==> src/iopdc_consts.svh <==
// constants for the eight-pin port drive control block
// assumes inclusion by the package and design modules only
`ifndef IOPDC_CONSTS_SVH
`define IOPDC_CONSTS_SVH

`define IOPDC_NPINS       8
`define IOPDC_DM_W        3
`define IOPDC_OE_LINES    16
`define IOPDC_OE_SEL_W    4
`define IOPDC_USB_PIN_HI  7
`define IOPDC_USB_PIN_LO  6
`define IOPDC_DM_RESET    3'h0
`define IOPDC_DR_RESET    8'h00
`define IOPDC_PIN_REG_W   8
// pin-form register field positions
`define IOPDC_PF_DR       0
`define IOPDC_PF_PS       1
`define IOPDC_PF_DM_LSB   2
`define IOPDC_PF_BYP      5
`define IOPDC_PF_DIN      6
`define IOPDC_PF_BIDIR    7
// interrupt edge select codes
`define IOPDC_IRQ_OFF     2'h0
`define IOPDC_IRQ_RISE    2'h1
`define IOPDC_IRQ_FALL    2'h2
`define IOPDC_IRQ_BOTH    2'h3
// edges after reset before edge detection trusts the pin history
`define IOPDC_ARM_CYCLES  3'h4

`endif

==> src/iopdc_pkg.sv <==
// types for the eight-pin port drive control block
// assumes iopdc_consts.svh is on the include path
`include "iopdc_consts.svh"

package iopdc_pkg;

    typedef enum logic [2:0] {
        IOPDC_DM_HIZ_ANALOG,
        IOPDC_DM_HIZ_DIGITAL,
        IOPDC_DM_RES_PULLUP,
        IOPDC_DM_RES_PULLDOWN,
        IOPDC_DM_OD_LOW,
        IOPDC_DM_OD_HIGH,
        IOPDC_DM_STRONG,
        IOPDC_DM_RES_BOTH
    } iopdc_drive_mode_code_t;

    // per-pin pad control: strong and resistive drive enables with level
    typedef struct packed {
        logic strong_oe;
        logic res_oe;
        logic level;
        logic in_en;
    } iopdc_pad_t;

    // port-form write: one strobe plus data for a whole bank of bits
    typedef struct packed {
        logic                         we;
        logic [`IOPDC_NPINS-1:0]      data;
    } iopdc_port_wr_t;

    // pin-form write: pin index plus gathered eight-bit config
    typedef struct packed {
        logic                         we;
        logic [2:0]                   pin;
        logic [`IOPDC_PIN_REG_W-1:0]  data;
    } iopdc_pin_wr_t;

endpackage

==> src/iopdc_sync.sv <==
// two-flop synchroniser for a bank of pin inputs
// assumes asynchronous pins and a single system clock
`timescale 1ns/1ps
`include "iopdc_consts.svh"

module iopdc_sync
(
    input  wire logic                    i_mclk,   // system clock
    input  wire logic                    i_rst_b,  // async reset, active low
    input  wire logic [`IOPDC_NPINS-1:0] i_async,  // raw pin levels
    output logic      [`IOPDC_NPINS-1:0] o_sync    // synchronised levels
);
    logic [`IOPDC_NPINS-1:0] meta_q;

    always_ff @(posedge i_mclk or negedge i_rst_b)
    begin
        if (!i_rst_b)
        begin
            meta_q <= '0;
            o_sync <= '0;
        end
        else
        begin
            meta_q <= i_async;
            o_sync <= meta_q;
        end
    end
endmodule

==> src/iopdc_pad_decode.sv <==
// combinational drive-mode decode for one pin
// assumes output value already selected between register and fabric
`timescale 1ns/1ps

module iopdc_pad_decode
(
    input  wire logic [2:0]        i_dm,        // drive mode code
    input  wire logic              i_val,       // output value
    input  wire logic              i_bidir_in,  // bidir pin forced to input
    input  wire logic              i_regulated, // regulated output, no resistors
    input  wire logic              i_usb_io,    // pin is usb capable, io mode
    input  wire logic              i_usb_mode,  // usb mode, pad control ignored
    input  wire logic              i_usb_drv,   // usb pin drive enable
    input  wire logic              i_usb_pull,  // usb pin pull enable
    output iopdc_pkg::iopdc_pad_t  o_pad        // pad controls
);
    iopdc_pkg::iopdc_drive_mode_code_t mode;

    always_comb
    begin
        o_pad = '0;
        o_pad.level = i_val;
        mode = iopdc_pkg::iopdc_drive_mode_code_t'(i_dm);
        if (i_bidir_in)
            mode = iopdc_pkg::IOPDC_DM_HIZ_DIGITAL;
        if (i_usb_mode)
            o_pad = '0;
        else if (i_usb_io)
        begin
            o_pad.in_en = 1'b1;
            if (i_usb_drv)
                o_pad.strong_oe = 1'b1;
            else if (i_usb_pull)
            begin
                o_pad.strong_oe = !i_val;
                o_pad.res_oe    = i_val;
            end
            else
                o_pad.strong_oe = !i_val;
        end
        else
        begin
            o_pad.in_en = 1'b1;
            case (mode)
                iopdc_pkg::IOPDC_DM_HIZ_ANALOG:   o_pad.in_en = 1'b0;
                iopdc_pkg::IOPDC_DM_HIZ_DIGITAL:  o_pad.in_en = 1'b1;
                iopdc_pkg::IOPDC_DM_RES_PULLUP:
                begin
                    o_pad.strong_oe = !i_val;
                    o_pad.res_oe    = i_val;
                end
                iopdc_pkg::IOPDC_DM_RES_PULLDOWN:
                begin
                    o_pad.strong_oe = i_val;
                    o_pad.res_oe    = !i_val;
                end
                iopdc_pkg::IOPDC_DM_OD_LOW:   o_pad.strong_oe = !i_val;
                iopdc_pkg::IOPDC_DM_OD_HIGH:  o_pad.strong_oe = i_val;
                iopdc_pkg::IOPDC_DM_STRONG:   o_pad.strong_oe = 1'b1;
                iopdc_pkg::IOPDC_DM_RES_BOTH: o_pad.res_oe    = 1'b1;
                default:                      o_pad = '0;
            endcase
            // regulated output cannot use the resistors: they are simply dropped
            if (i_regulated)
                o_pad.res_oe = 1'b0;
        end
    end
endmodule

==> src/iopdc_port.sv <==
// Functional notes
// - every pin has its own three-bit drive mode code
// - code 0 disables driver and input buffer; reset default
// - code 1 is high impedance with digital input enabled
// - code 2 resistive high/strong low; code 3 strong high/resistive low
// - code 4 high impedance for one, strong low for zero
// - code 5 strong high for one, high impedance for zero
// - code 6 strong high and strong low
// - code 7 resistive high and resistive low
// - output value from fabric when bypass enabled, else data register
// - input always updates pin state; fabric sees it only when enabled
// - usb pins strong with drive enable, else open drain low
// - usb pin with pull enable only: resistive high, strong low
// - usb mode ignores drive bits; port-form drive-mode writes skip usb bits
// - regulated special pins lose the resistive drive modes
// - port-form registers, bit n for pin n
// - pin-form register gathers eight bits, same underlying state
// - pin state readback separate from output data register
// - bidirectional pins switch to digital input when enable low
// - rising, falling or both-edge interrupts per pin, no level
// - pin events merge into one port interrupt request
// - per-pin interrupt select: off, rising, falling, both
// - enabled edge sets status bit and raises port request
//
// eight-pin i/o port drive and data path control
// assumes config writes from cpu logic on i_mclk; pins are asynchronous
`timescale 1ns/1ps
`include "iopdc_consts.svh"

module iopdc_port
(
    input  wire logic                        i_mclk,         // system clock 10 MHz
    input  wire logic                        i_rst_b,        // async reset, active low
    // port-form configuration writes
    input  iopdc_pkg::iopdc_port_wr_t        i_dr_wr,        // output value register
    input  iopdc_pkg::iopdc_port_wr_t        i_dm0_wr,       // drive mode bit 0
    input  iopdc_pkg::iopdc_port_wr_t        i_dm1_wr,       // drive mode bit 1
    input  iopdc_pkg::iopdc_port_wr_t        i_dm2_wr,       // drive mode bit 2
    input  iopdc_pkg::iopdc_port_wr_t        i_byp_wr,       // fabric output select
    input  iopdc_pkg::iopdc_port_wr_t        i_din_wr,       // fabric input enable
    input  iopdc_pkg::iopdc_port_wr_t        i_bidir_wr,     // bidirectional enable
    input  iopdc_pkg::iopdc_port_wr_t        i_reg_wr,       // regulated output mode
    input  iopdc_pkg::iopdc_pin_wr_t         i_pin_wr,       // pin-form write
    input  wire logic [2:0]                  i_pin_rd_sel,   // pin-form read select
    input  wire logic [15:0]                 i_irq_mode,     // two bits per pin
    input  wire logic [`IOPDC_NPINS-1:0]     i_irq_clr,      // clear status bits
    input  wire logic [31:0]                 i_oe_sel,       // four bits per pin
    // usb-capable pins
    input  wire logic                        i_usb_mode,     // usb mode for pins 6,7
    input  wire logic [1:0]                  i_usb_drv_wr,   // drive enable values
    input  wire logic [1:0]                  i_usb_pull_wr,  // pull enable values
    input  wire logic                        i_usb_we,       // usb enable bits write
    // digital routing fabric
    input  wire logic [`IOPDC_NPINS-1:0]     i_fab_out,      // fabric output values
    input  wire logic [`IOPDC_OE_LINES-1:0]  i_fab_oe,       // output enable lines
    output logic      [`IOPDC_NPINS-1:0]     o_fab_in,       // gated pin inputs
    // pins
    input  wire logic [`IOPDC_NPINS-1:0]     i_pin,          // raw pin levels
    output logic      [`IOPDC_NPINS-1:0]     o_pin_level,    // driven level
    output logic      [`IOPDC_NPINS-1:0]     o_pin_oe,       // strong drive enable
    output logic      [`IOPDC_NPINS-1:0]     o_pin_res_oe,   // resistive drive enable
    output logic      [`IOPDC_NPINS-1:0]     o_pin_in_en,    // input buffer enable
    // readback and interrupt
    output logic      [`IOPDC_NPINS-1:0]     o_pin_state,    // synchronised pin state
    output logic      [`IOPDC_NPINS-1:0]     o_dr,           // output value register
    output logic      [`IOPDC_NPINS-1:0]     o_dm0,          // drive mode bit 0
    output logic      [`IOPDC_NPINS-1:0]     o_dm1,          // drive mode bit 1
    output logic      [`IOPDC_NPINS-1:0]     o_dm2,          // drive mode bit 2
    output logic      [`IOPDC_PIN_REG_W-1:0] o_pin_rd,       // pin-form readback
    output logic      [`IOPDC_NPINS-1:0]     o_irq_status,   // sticky edge status
    output logic                             o_irq           // port interrupt request
);
    localparam logic [7:0] USB_MASK = 8'hC0;

    logic [`IOPDC_NPINS-1:0] dr_q;
    logic [`IOPDC_NPINS-1:0] dm0_q;
    logic [`IOPDC_NPINS-1:0] dm1_q;
    logic [`IOPDC_NPINS-1:0] dm2_q;
    logic [`IOPDC_NPINS-1:0] byp_q;
    logic [`IOPDC_NPINS-1:0] din_q;
    logic [`IOPDC_NPINS-1:0] bidir_q;
    logic [`IOPDC_NPINS-1:0] regl_q;
    logic [`IOPDC_NPINS-1:0] ps_q;
    logic [`IOPDC_NPINS-1:0] ps_prev_q;
    logic [`IOPDC_NPINS-1:0] stat_q;
    logic [`IOPDC_NPINS-1:0] pin_sync;
    logic [`IOPDC_NPINS-1:0] out_val;
    logic [`IOPDC_NPINS-1:0] pin_oe_line;
    logic [`IOPDC_NPINS-1:0] edge_hit;
    logic [`IOPDC_NPINS-1:0] pin_onehot;
    logic [1:0]              usb_drv_q;
    logic [1:0]              usb_pull_q;

    // merges a port-form write with a pin-form write into one bank;
    // port write first, pin write on top so a single pin change wins
    function automatic logic [7:0] bank_next(input logic [7:0] cur,
                                              input logic       pwe,
                                              input logic [7:0] pdata,
                                              input logic [7:0] keep,
                                              input logic       swe,
                                              input logic [7:0] sel,
                                              input logic       sbit);
        logic [7:0] v;
        v = cur;
        if (pwe)
            v = (pdata & ~keep) | (cur & keep);
        if (swe)
            v = (v & ~sel) | ({8{sbit}} & sel);
        return v;
    endfunction

    assign pin_onehot = 8'h01 << i_pin_wr.pin;

    // usb pins keep their drive bits untouched by port-form writes
    logic [7:0] keep_dm;
    logic       pin_wr_ok;
    assign keep_dm   = USB_MASK;
    assign pin_wr_ok = i_pin_wr.we;

    always_ff @(posedge i_mclk or negedge i_rst_b)
    begin
        if (!i_rst_b)
        begin
            dr_q <= `IOPDC_DR_RESET;
        end
        else
        begin
            dr_q <= bank_next(dr_q, i_dr_wr.we, i_dr_wr.data, 8'h00, pin_wr_ok,
                              pin_onehot, i_pin_wr.data[`IOPDC_PF_DR]);
        end
    end

    always_ff @(posedge i_mclk or negedge i_rst_b)
    begin
        if (!i_rst_b)
        begin
            dm0_q <= '0;
            dm1_q <= '0;
            dm2_q <= '0;
        end
        else
        begin
            dm0_q <= bank_next(dm0_q, i_dm0_wr.we, i_dm0_wr.data, keep_dm, pin_wr_ok,
                               pin_onehot, i_pin_wr.data[`IOPDC_PF_DM_LSB]);
            dm1_q <= bank_next(dm1_q, i_dm1_wr.we, i_dm1_wr.data, keep_dm, pin_wr_ok,
                               pin_onehot, i_pin_wr.data[`IOPDC_PF_DM_LSB+1]);
            dm2_q <= bank_next(dm2_q, i_dm2_wr.we, i_dm2_wr.data, keep_dm, pin_wr_ok,
                               pin_onehot, i_pin_wr.data[`IOPDC_PF_DM_LSB+2]);
        end
    end

    always_ff @(posedge i_mclk or negedge i_rst_b)
    begin
        if (!i_rst_b)
        begin
            byp_q   <= '0;
            din_q   <= '0;
            bidir_q <= '0;
            regl_q  <= '0;
        end
        else
        begin
            byp_q   <= bank_next(byp_q, i_byp_wr.we, i_byp_wr.data, 8'h00, pin_wr_ok,
                                 pin_onehot, i_pin_wr.data[`IOPDC_PF_BYP]);
            din_q   <= bank_next(din_q, i_din_wr.we, i_din_wr.data, 8'h00, pin_wr_ok,
                                 pin_onehot, i_pin_wr.data[`IOPDC_PF_DIN]);
            bidir_q <= bank_next(bidir_q, i_bidir_wr.we, i_bidir_wr.data, 8'h00,
                                 pin_wr_ok, pin_onehot, i_pin_wr.data[`IOPDC_PF_BIDIR]);
            if (i_reg_wr.we)
                regl_q <= i_reg_wr.data;
        end
    end

    // usb enable bits are written only through their own strobe
    always_ff @(posedge i_mclk or negedge i_rst_b)
    begin
        if (!i_rst_b)
        begin
            usb_drv_q  <= '0;
            usb_pull_q <= '0;
        end
        else if (i_usb_we)
        begin
            usb_drv_q  <= i_usb_drv_wr;
            usb_pull_q <= i_usb_pull_wr;
        end
    end

    iopdc_sync u_sync
    (
        .i_mclk  (i_mclk),
        .i_rst_b (i_rst_b),
        .i_async (i_pin),
        .o_sync  (pin_sync)                                                  
    );

    // pin state is fed only from the synchronised pins, never from dr_q
    always_ff @(posedge i_mclk or negedge i_rst_b)
    begin
        if (!i_rst_b)
        begin
            ps_q      <= '0;
            ps_prev_q <= '0;
        end
        else
        begin
            ps_q      <= pin_sync;
            ps_prev_q <= ps_q;
        end
    end

    // edge detection waits until the history flops hold real pin levels,
    // otherwise a pin idling high looks like a rising edge right after reset
    logic [2:0] arm_q;

    always_ff @(posedge i_mclk or negedge i_rst_b)
    begin
        if (!i_rst_b)
            arm_q <= 3'h0;
        else if (arm_q != `IOPDC_ARM_CYCLES)
            arm_q <= arm_q + 3'h1;
    end

    function automatic logic edge_match(input logic [1:0] m,
                                        input logic       now,
                                        input logic       was);
        logic r;
        r = 1'b0;
        case (m)
            `IOPDC_IRQ_RISE: r = now & ~was;
            `IOPDC_IRQ_FALL: r = ~now & was;
            `IOPDC_IRQ_BOTH: r = now ^ was;
            default:         r = 1'b0;
        endcase
        return r;
    endfunction

    always_comb
    begin
        for (int i = 0; i < `IOPDC_NPINS; i++)
        begin
            edge_hit[i]    = edge_match(i_irq_mode[2*i +: 2], ps_q[i], ps_prev_q[i])
                             && (arm_q == `IOPDC_ARM_CYCLES);
            pin_oe_line[i] = i_fab_oe[i_oe_sel[4*i +: 4]];
            out_val[i]     = byp_q[i] ? i_fab_out[i] : dr_q[i];
        end
    end

    // a new edge beats a clear in the same cycle
    always_ff @(posedge i_mclk or negedge i_rst_b)
    begin
        if (!i_rst_b)
            stat_q <= '0;
        else
            stat_q <= (stat_q & ~i_irq_clr) | edge_hit;
    end

    generate
        for (genvar g = 0; g < `IOPDC_NPINS; g++)
        begin : g_pad
            iopdc_pkg::iopdc_pad_t pad;
            logic                  is_usb;
            assign is_usb = (g >= `IOPDC_USB_PIN_LO);
            iopdc_pad_decode u_dec
            (
                .i_dm        ({dm2_q[g], dm1_q[g], dm0_q[g]}),
                .i_val       (out_val[g]),
                .i_bidir_in  (bidir_q[g] & ~pin_oe_line[g]),
                .i_regulated (regl_q[g]),
                .i_usb_io    (is_usb & ~i_usb_mode),
                .i_usb_mode  (is_usb & i_usb_mode),
                .i_usb_drv   (usb_drv_q[g >= `IOPDC_USB_PIN_HI]),
                .i_usb_pull  (usb_pull_q[g >= `IOPDC_USB_PIN_HI]),
                .o_pad       (pad)
            );
            assign o_pin_level[g]  = pad.level;
            assign o_pin_oe[g]     = pad.strong_oe;
            assign o_pin_res_oe[g] = pad.res_oe;
            assign o_pin_in_en[g]  = pad.in_en;
        end
    endgenerate

    assign o_fab_in     = ps_q & din_q;
    assign o_pin_state  = ps_q;
    assign o_dr         = dr_q;
    assign o_dm0        = dm0_q;
    assign o_dm1        = dm1_q;
    assign o_dm2        = dm2_q;
    assign o_irq_status = stat_q;
    assign o_irq        = |stat_q;

    always_comb
    begin
        o_pin_rd = '0;
        o_pin_rd[`IOPDC_PF_DR]          = dr_q[i_pin_rd_sel];
        o_pin_rd[`IOPDC_PF_PS]          = ps_q[i_pin_rd_sel];
        o_pin_rd[`IOPDC_PF_DM_LSB]      = dm0_q[i_pin_rd_sel];
        o_pin_rd[`IOPDC_PF_DM_LSB+1]    = dm1_q[i_pin_rd_sel];
        o_pin_rd[`IOPDC_PF_DM_LSB+2]    = dm2_q[i_pin_rd_sel];
        o_pin_rd[`IOPDC_PF_BYP]         = byp_q[i_pin_rd_sel];
        o_pin_rd[`IOPDC_PF_DIN]         = din_q[i_pin_rd_sel];
        o_pin_rd[`IOPDC_PF_BIDIR]       = bidir_q[i_pin_rd_sel];
    end

    property p_reset_hiz;
        @(posedge i_mclk) disable iff (!i_rst_b)
        $rose(i_rst_b) |-> (o_pin_oe[5:0] == 6'h00);
    endproperty
    a_reset_hiz: assert property (p_reset_hiz) else $error("pin driven after reset");

    property p_ps_sync;
        @(posedge i_mclk) disable iff (!i_rst_b)
        ##3 1'b1 |-> (o_pin_state == $past(i_pin, 3));
    endproperty
    a_ps_sync: assert property (p_ps_sync) else $error("pin state latency not three");

    property p_dr_hold;
        @(posedge i_mclk) disable iff (!i_rst_b)
        (!i_dr_wr.we && !i_pin_wr.we) |=> (o_dr == $past(o_dr));
    endproperty
    a_dr_hold: assert property (p_dr_hold) else $error("output register changed");

    property p_strong;
        @(posedge i_mclk) disable iff (!i_rst_b)
        (o_dm2[0] && o_dm1[0] && !o_dm0[0] && !bidir_q[0]) |-> o_pin_oe[0];
    endproperty
    a_strong: assert property (p_strong) else $error("strong mode not driving");

    property p_od_low;
        @(posedge i_mclk) disable iff (!i_rst_b)
        (o_dm2[0] && !o_dm1[0] && !o_dm0[0] && !bidir_q[0])
            |-> (o_pin_oe[0] == !o_pin_level[0] && !o_pin_res_oe[0]);
    endproperty
    a_od_low: assert property (p_od_low) else $error("open drain low wrong");

    property p_irq_set;
        @(posedge i_mclk) disable iff (!i_rst_b)
        (edge_hit != 8'h00) |=> (o_irq && ((o_irq_status & $past(edge_hit)) == $past(edge_hit)));
    endproperty
    a_irq_set: assert property (p_irq_set) else $error("edge lost");

    property p_fab_in;
        @(posedge i_mclk) disable iff (!i_rst_b)
        (din_q == 8'h00) |-> (o_fab_in == 8'h00);
    endproperty
    a_fab_in: assert property (p_fab_in) else $error("fabric input not gated");

    property p_usb_keep;
        @(posedge i_mclk) disable iff (!i_rst_b)
        (i_dm0_wr.we && !i_pin_wr.we) |=> (o_dm0[7:6] == $past(o_dm0[7:6]));
    endproperty
    a_usb_keep: assert property (p_usb_keep) else $error("port write hit usb bits");
endmodule

==> config.mk <==
export PLATFORM = sky130hd
export DESIGN_NAME = iopdc_port
export DESIGN_NICKNAME = d
export VERILOG_FILES = /design/src/iopdc_pkg.sv /design/src/iopdc_sync.sv /design/src/iopdc_pad_decode.sv /design/src/iopdc_port.sv
export VERILOG_INCLUDE_DIRS = /design/src /design/src/src
export SDC_FILE = /design/constraint.sdc
export NUM_CORES = 1
export LEC_CHECK = 0
export BUFFER_PORTS_ARGS = -buffer_cell sky130_fd_sc_hd__buf_2
export CAP_MARGIN = 20
export CORE_MARGIN = 10
export CORE_UTILIZATION = 50
export DETAILED_ROUTE_END_ITERATION = 12
export GPL_ROUTABILITY_DRIVEN = 0
export GPL_TIMING_DRIVEN = 0
export HOLD_SLACK_MARGIN = 0.03
export PLACE_DENSITY_LB_ADDON = 0.15
export SLEW_MARGIN = 15
export SYNTH_ARGS = -nofsm -noshare
export SYNTH_HDL_FRONTEND = slang
export SYNTH_SLANG_ARGS = --single-unit
==> constraint.sdc <==
create_clock -name i_mclk -period 6.85 [get_ports i_mclk]
set_input_delay 2.055 -clock i_mclk [delete_from_list [all_inputs] [get_ports i_mclk]]
set_output_delay 2.055 -clock i_mclk [all_outputs]
set_load 0.02 [all_outputs]
==> flow_summary.ini <==
[status]
status = finished, final reports clean

[grt]
grt_util_all_layers_pct = 24.0
antenna_found_initial = 0
grt_overflow = 0
grt_first_pass_wirelength_um = 33900
grt_pass1_vias = 6213
grt_max_degree = 67

[sta]
timing_hold_violations_final = 0
setup_viol = 0
fin_crit_ns = 6.19
tns_ns = 0
rsz0062_at_grt = false
drv_slew = 0
finalCritPeriodShare_pct = 90.4
worst_pin_slew_ns = 0.764
maxSlewHeadroom_pct = 49.1
fmax_mhz = 162
finClkSkew_ns = 0.00419

[yosys]
synth_area_leaders = dfrtp_1 (41%), mux2i_1 (11%), mux4_2 (6.5%)
synthTopCellsByCount = dfrtp_1 (109), mux2i_1 (72), inv_1 (53), nand2_1 (49), nor2_1 (47)
ys_seq_area_share_pct = 41.5
ys_types = 36
syn_area_per_cell_um2 = 11.0
synth_area_um2 = 6580
yosysMostFrequentCell = dfrtp_1
synthFlopType = dfrtp_1
synth_edf_count = 0
ys_seq_elements = 109
synthArstFlopShare_pct = 100
yosysWarnings = 0
synth_nets = 798
synth_top_area_share_pct = 41.5
yosysTopAreaCell = dfrtp_1
syn_inst = 597

[route]
wirelength_um = 22100
dr.pass1.iters = 5
post_drt_wl_per_cell_um = 21.5
vias = 5777
viasPerCell = 5.61
postRouteAntennaNets = 0
drc = 0
first_iter_violations = 386

[clock_tree]
insertion_delay_ns = 0.35
post-cts-setup-buffers = 0
cts_buffers = 9
cts_htree_levels = 3
clk_pin_slew_worst_paths_ns = 0.07
postCtsResizedCells = 0
cts_root_buf = clkbuf_16
cts_tree = done
cts.path.max_buffers = 2
postCtsHoldBufs = 0
cts_sinks = 109

[critical_path]
end_kind = output pin
r2r-start = arm_q[0]
worstSetupPathType = input port to output pin
startpoint = i_pin_rd_sel[0]
path_max_fanout = 10
arrival_ns = 4.14
required_ns = 4.80
startpoint_type = input port

[power]
leakage_nw = 4.14
power_density_nw_per_um2 = 219
ir_drop_mv = 0.151

[layout]
drive_above_1_share_pct = 38.9
fin_util_pct = 65.3
syn_to_final_growth_pct = 26.8
finalInstanceArea_um2 = 8340
multi_input_area_um2 = 3480
regArea_um2 = 2730
fin_cells = 1030
antenna_cells = 0
fillCellCount = 1041
final_nets = 1054

[placed_design]
io_buffers = 244
dpl_cell_area_um2 = 8050
dpl.cell_count = 1014
hpwlAfterDp_um = 17500

[floorplan]
die_y_um = 135
io-pin-count = 280
start_util_pct = 51.5
die_w_um = 135
design.core.area_um2 = 12800
row_count = 41
design.die.area_um2 = 18100

[worst_hold_path]
hp-start = u_sync.meta_q[1]
min_path_type = flop to flop

[flow_run]
cap_violations = 0
## metal layers
layer | vias to the layer above | track usage, % | routed length [um]
li1 | 2668 | - | -
met1 | 2817 | 27.3 | 8690
met2 | 263 | 41.7 | 11100
met3 | 29 | 8.42 | 2000
met4 | 0 | 6.11 | 380
met5 | - | 0 | 0
## sequential cells by signal, summed over array words and instances (netlist names), 8 cells and up
signal	count
bidir_q	8
o_dm0	8
din_q	8
byp_q	8
o_irq_status	8
ps_prev_q	8
u_sync.meta_q	8
o_dm2	8
o_dr	8
o_dm1	8
u_sync.o_sync	8
o_pin_state	8
## area by class of cell
class | count | share of cell area, %
clock inverter | 6 | 0.660
multi-input combinational | 399 | 41.8
clock buffer | 10 | 2.86
timing repair buffer | 245 | 15.0
inverter | 53 | 2.38
tap | 172 | 2.58
sequential | 109 | 32.7
buffer | 36 | 2.01
## cells in the final DEF, fill, tap and decap left out, drive strengths merged, types with 3 or more instances in the layout
| cell | count |
|---|---|
| buf | 257 |
| o22a | 6 |
| xnor2 | 7 |
| a31oi | 6 |
| mux2i | 72 |
| or4 | 6 |
| ha | 18 |
| o21ai | 29 |
| a21oi | 31 |
| a21o | 4 |
| and2 | 8 |
| nor4b | 7 |
| nand2 | 49 |
| clkbuf | 34 |
| nor2 | 47 |
| clkinv | 4 |
| mux4 | 34 |
| nor3 | 4 |
| dfrtp | 109 |
| mux2 | 36 |
| a221oi | 6 |
| a211oi | 4 |
| inv | 55 |
| nand4b | 3 |
| o22ai | 12 |
## critical path, cell delays in order
cell and delay, ns:
clkbuf_1 0.54, clkbuf_1 0.65, mux4_2 0.42, mux2_2 0.30, buf_2 0.17
## power by group
part	total (mW)	internal (mW)	switching, mW
logic	0.531	0.234	0.297
registers	0.780	0.709	0.0710
clock network	0.514	0.263	0.250
## kinds of logic after synthesis
logic type,Yosys count,share of synthesized area [%]
XOR/XNOR,8,1.07
AND/OR/NAND/NOR,131,9.26
adder cells (fa/ha/maj),18,3.42
multiplexers,142,29.6
AO/OA/AOI/OAI,100,9.60
buffers and inverters,89,5.57
flip-flops,109,41.5
## stage by stage
step           power [mW]  hold WS (ns)  setup slack (ns)
2_1_floorplan        1.09         0.331              1.12
5_1_grt              1.91         0.356             0.559
6_report             1.82         0.349             0.658
3_3_place_gp         1.30         0.333             0.672
3_5_place_dp         1.32         0.336             0.703
4_1_cts              1.83         0.353             0.691
## final timing paths
kind | endpoint | slack [ns] | depth (start not counted)
hold reg to reg | u_sync.o_sync[1] | 0.35 | 0
max in group asynchronous | u_sync.o_sync[7] | 4.55 | 2
hold / removal | u_sync.o_sync[1] | 0.35 | 0
setup / recovery | o_pin_rd[2] | 0.66 | 5
min in group asynchronous | regl_q[2] | 1.63 | 1
setup reg to reg | o_irq_status[1] | 5.40 | 5
No activity file was read; power rests on OpenSTA's default activity.
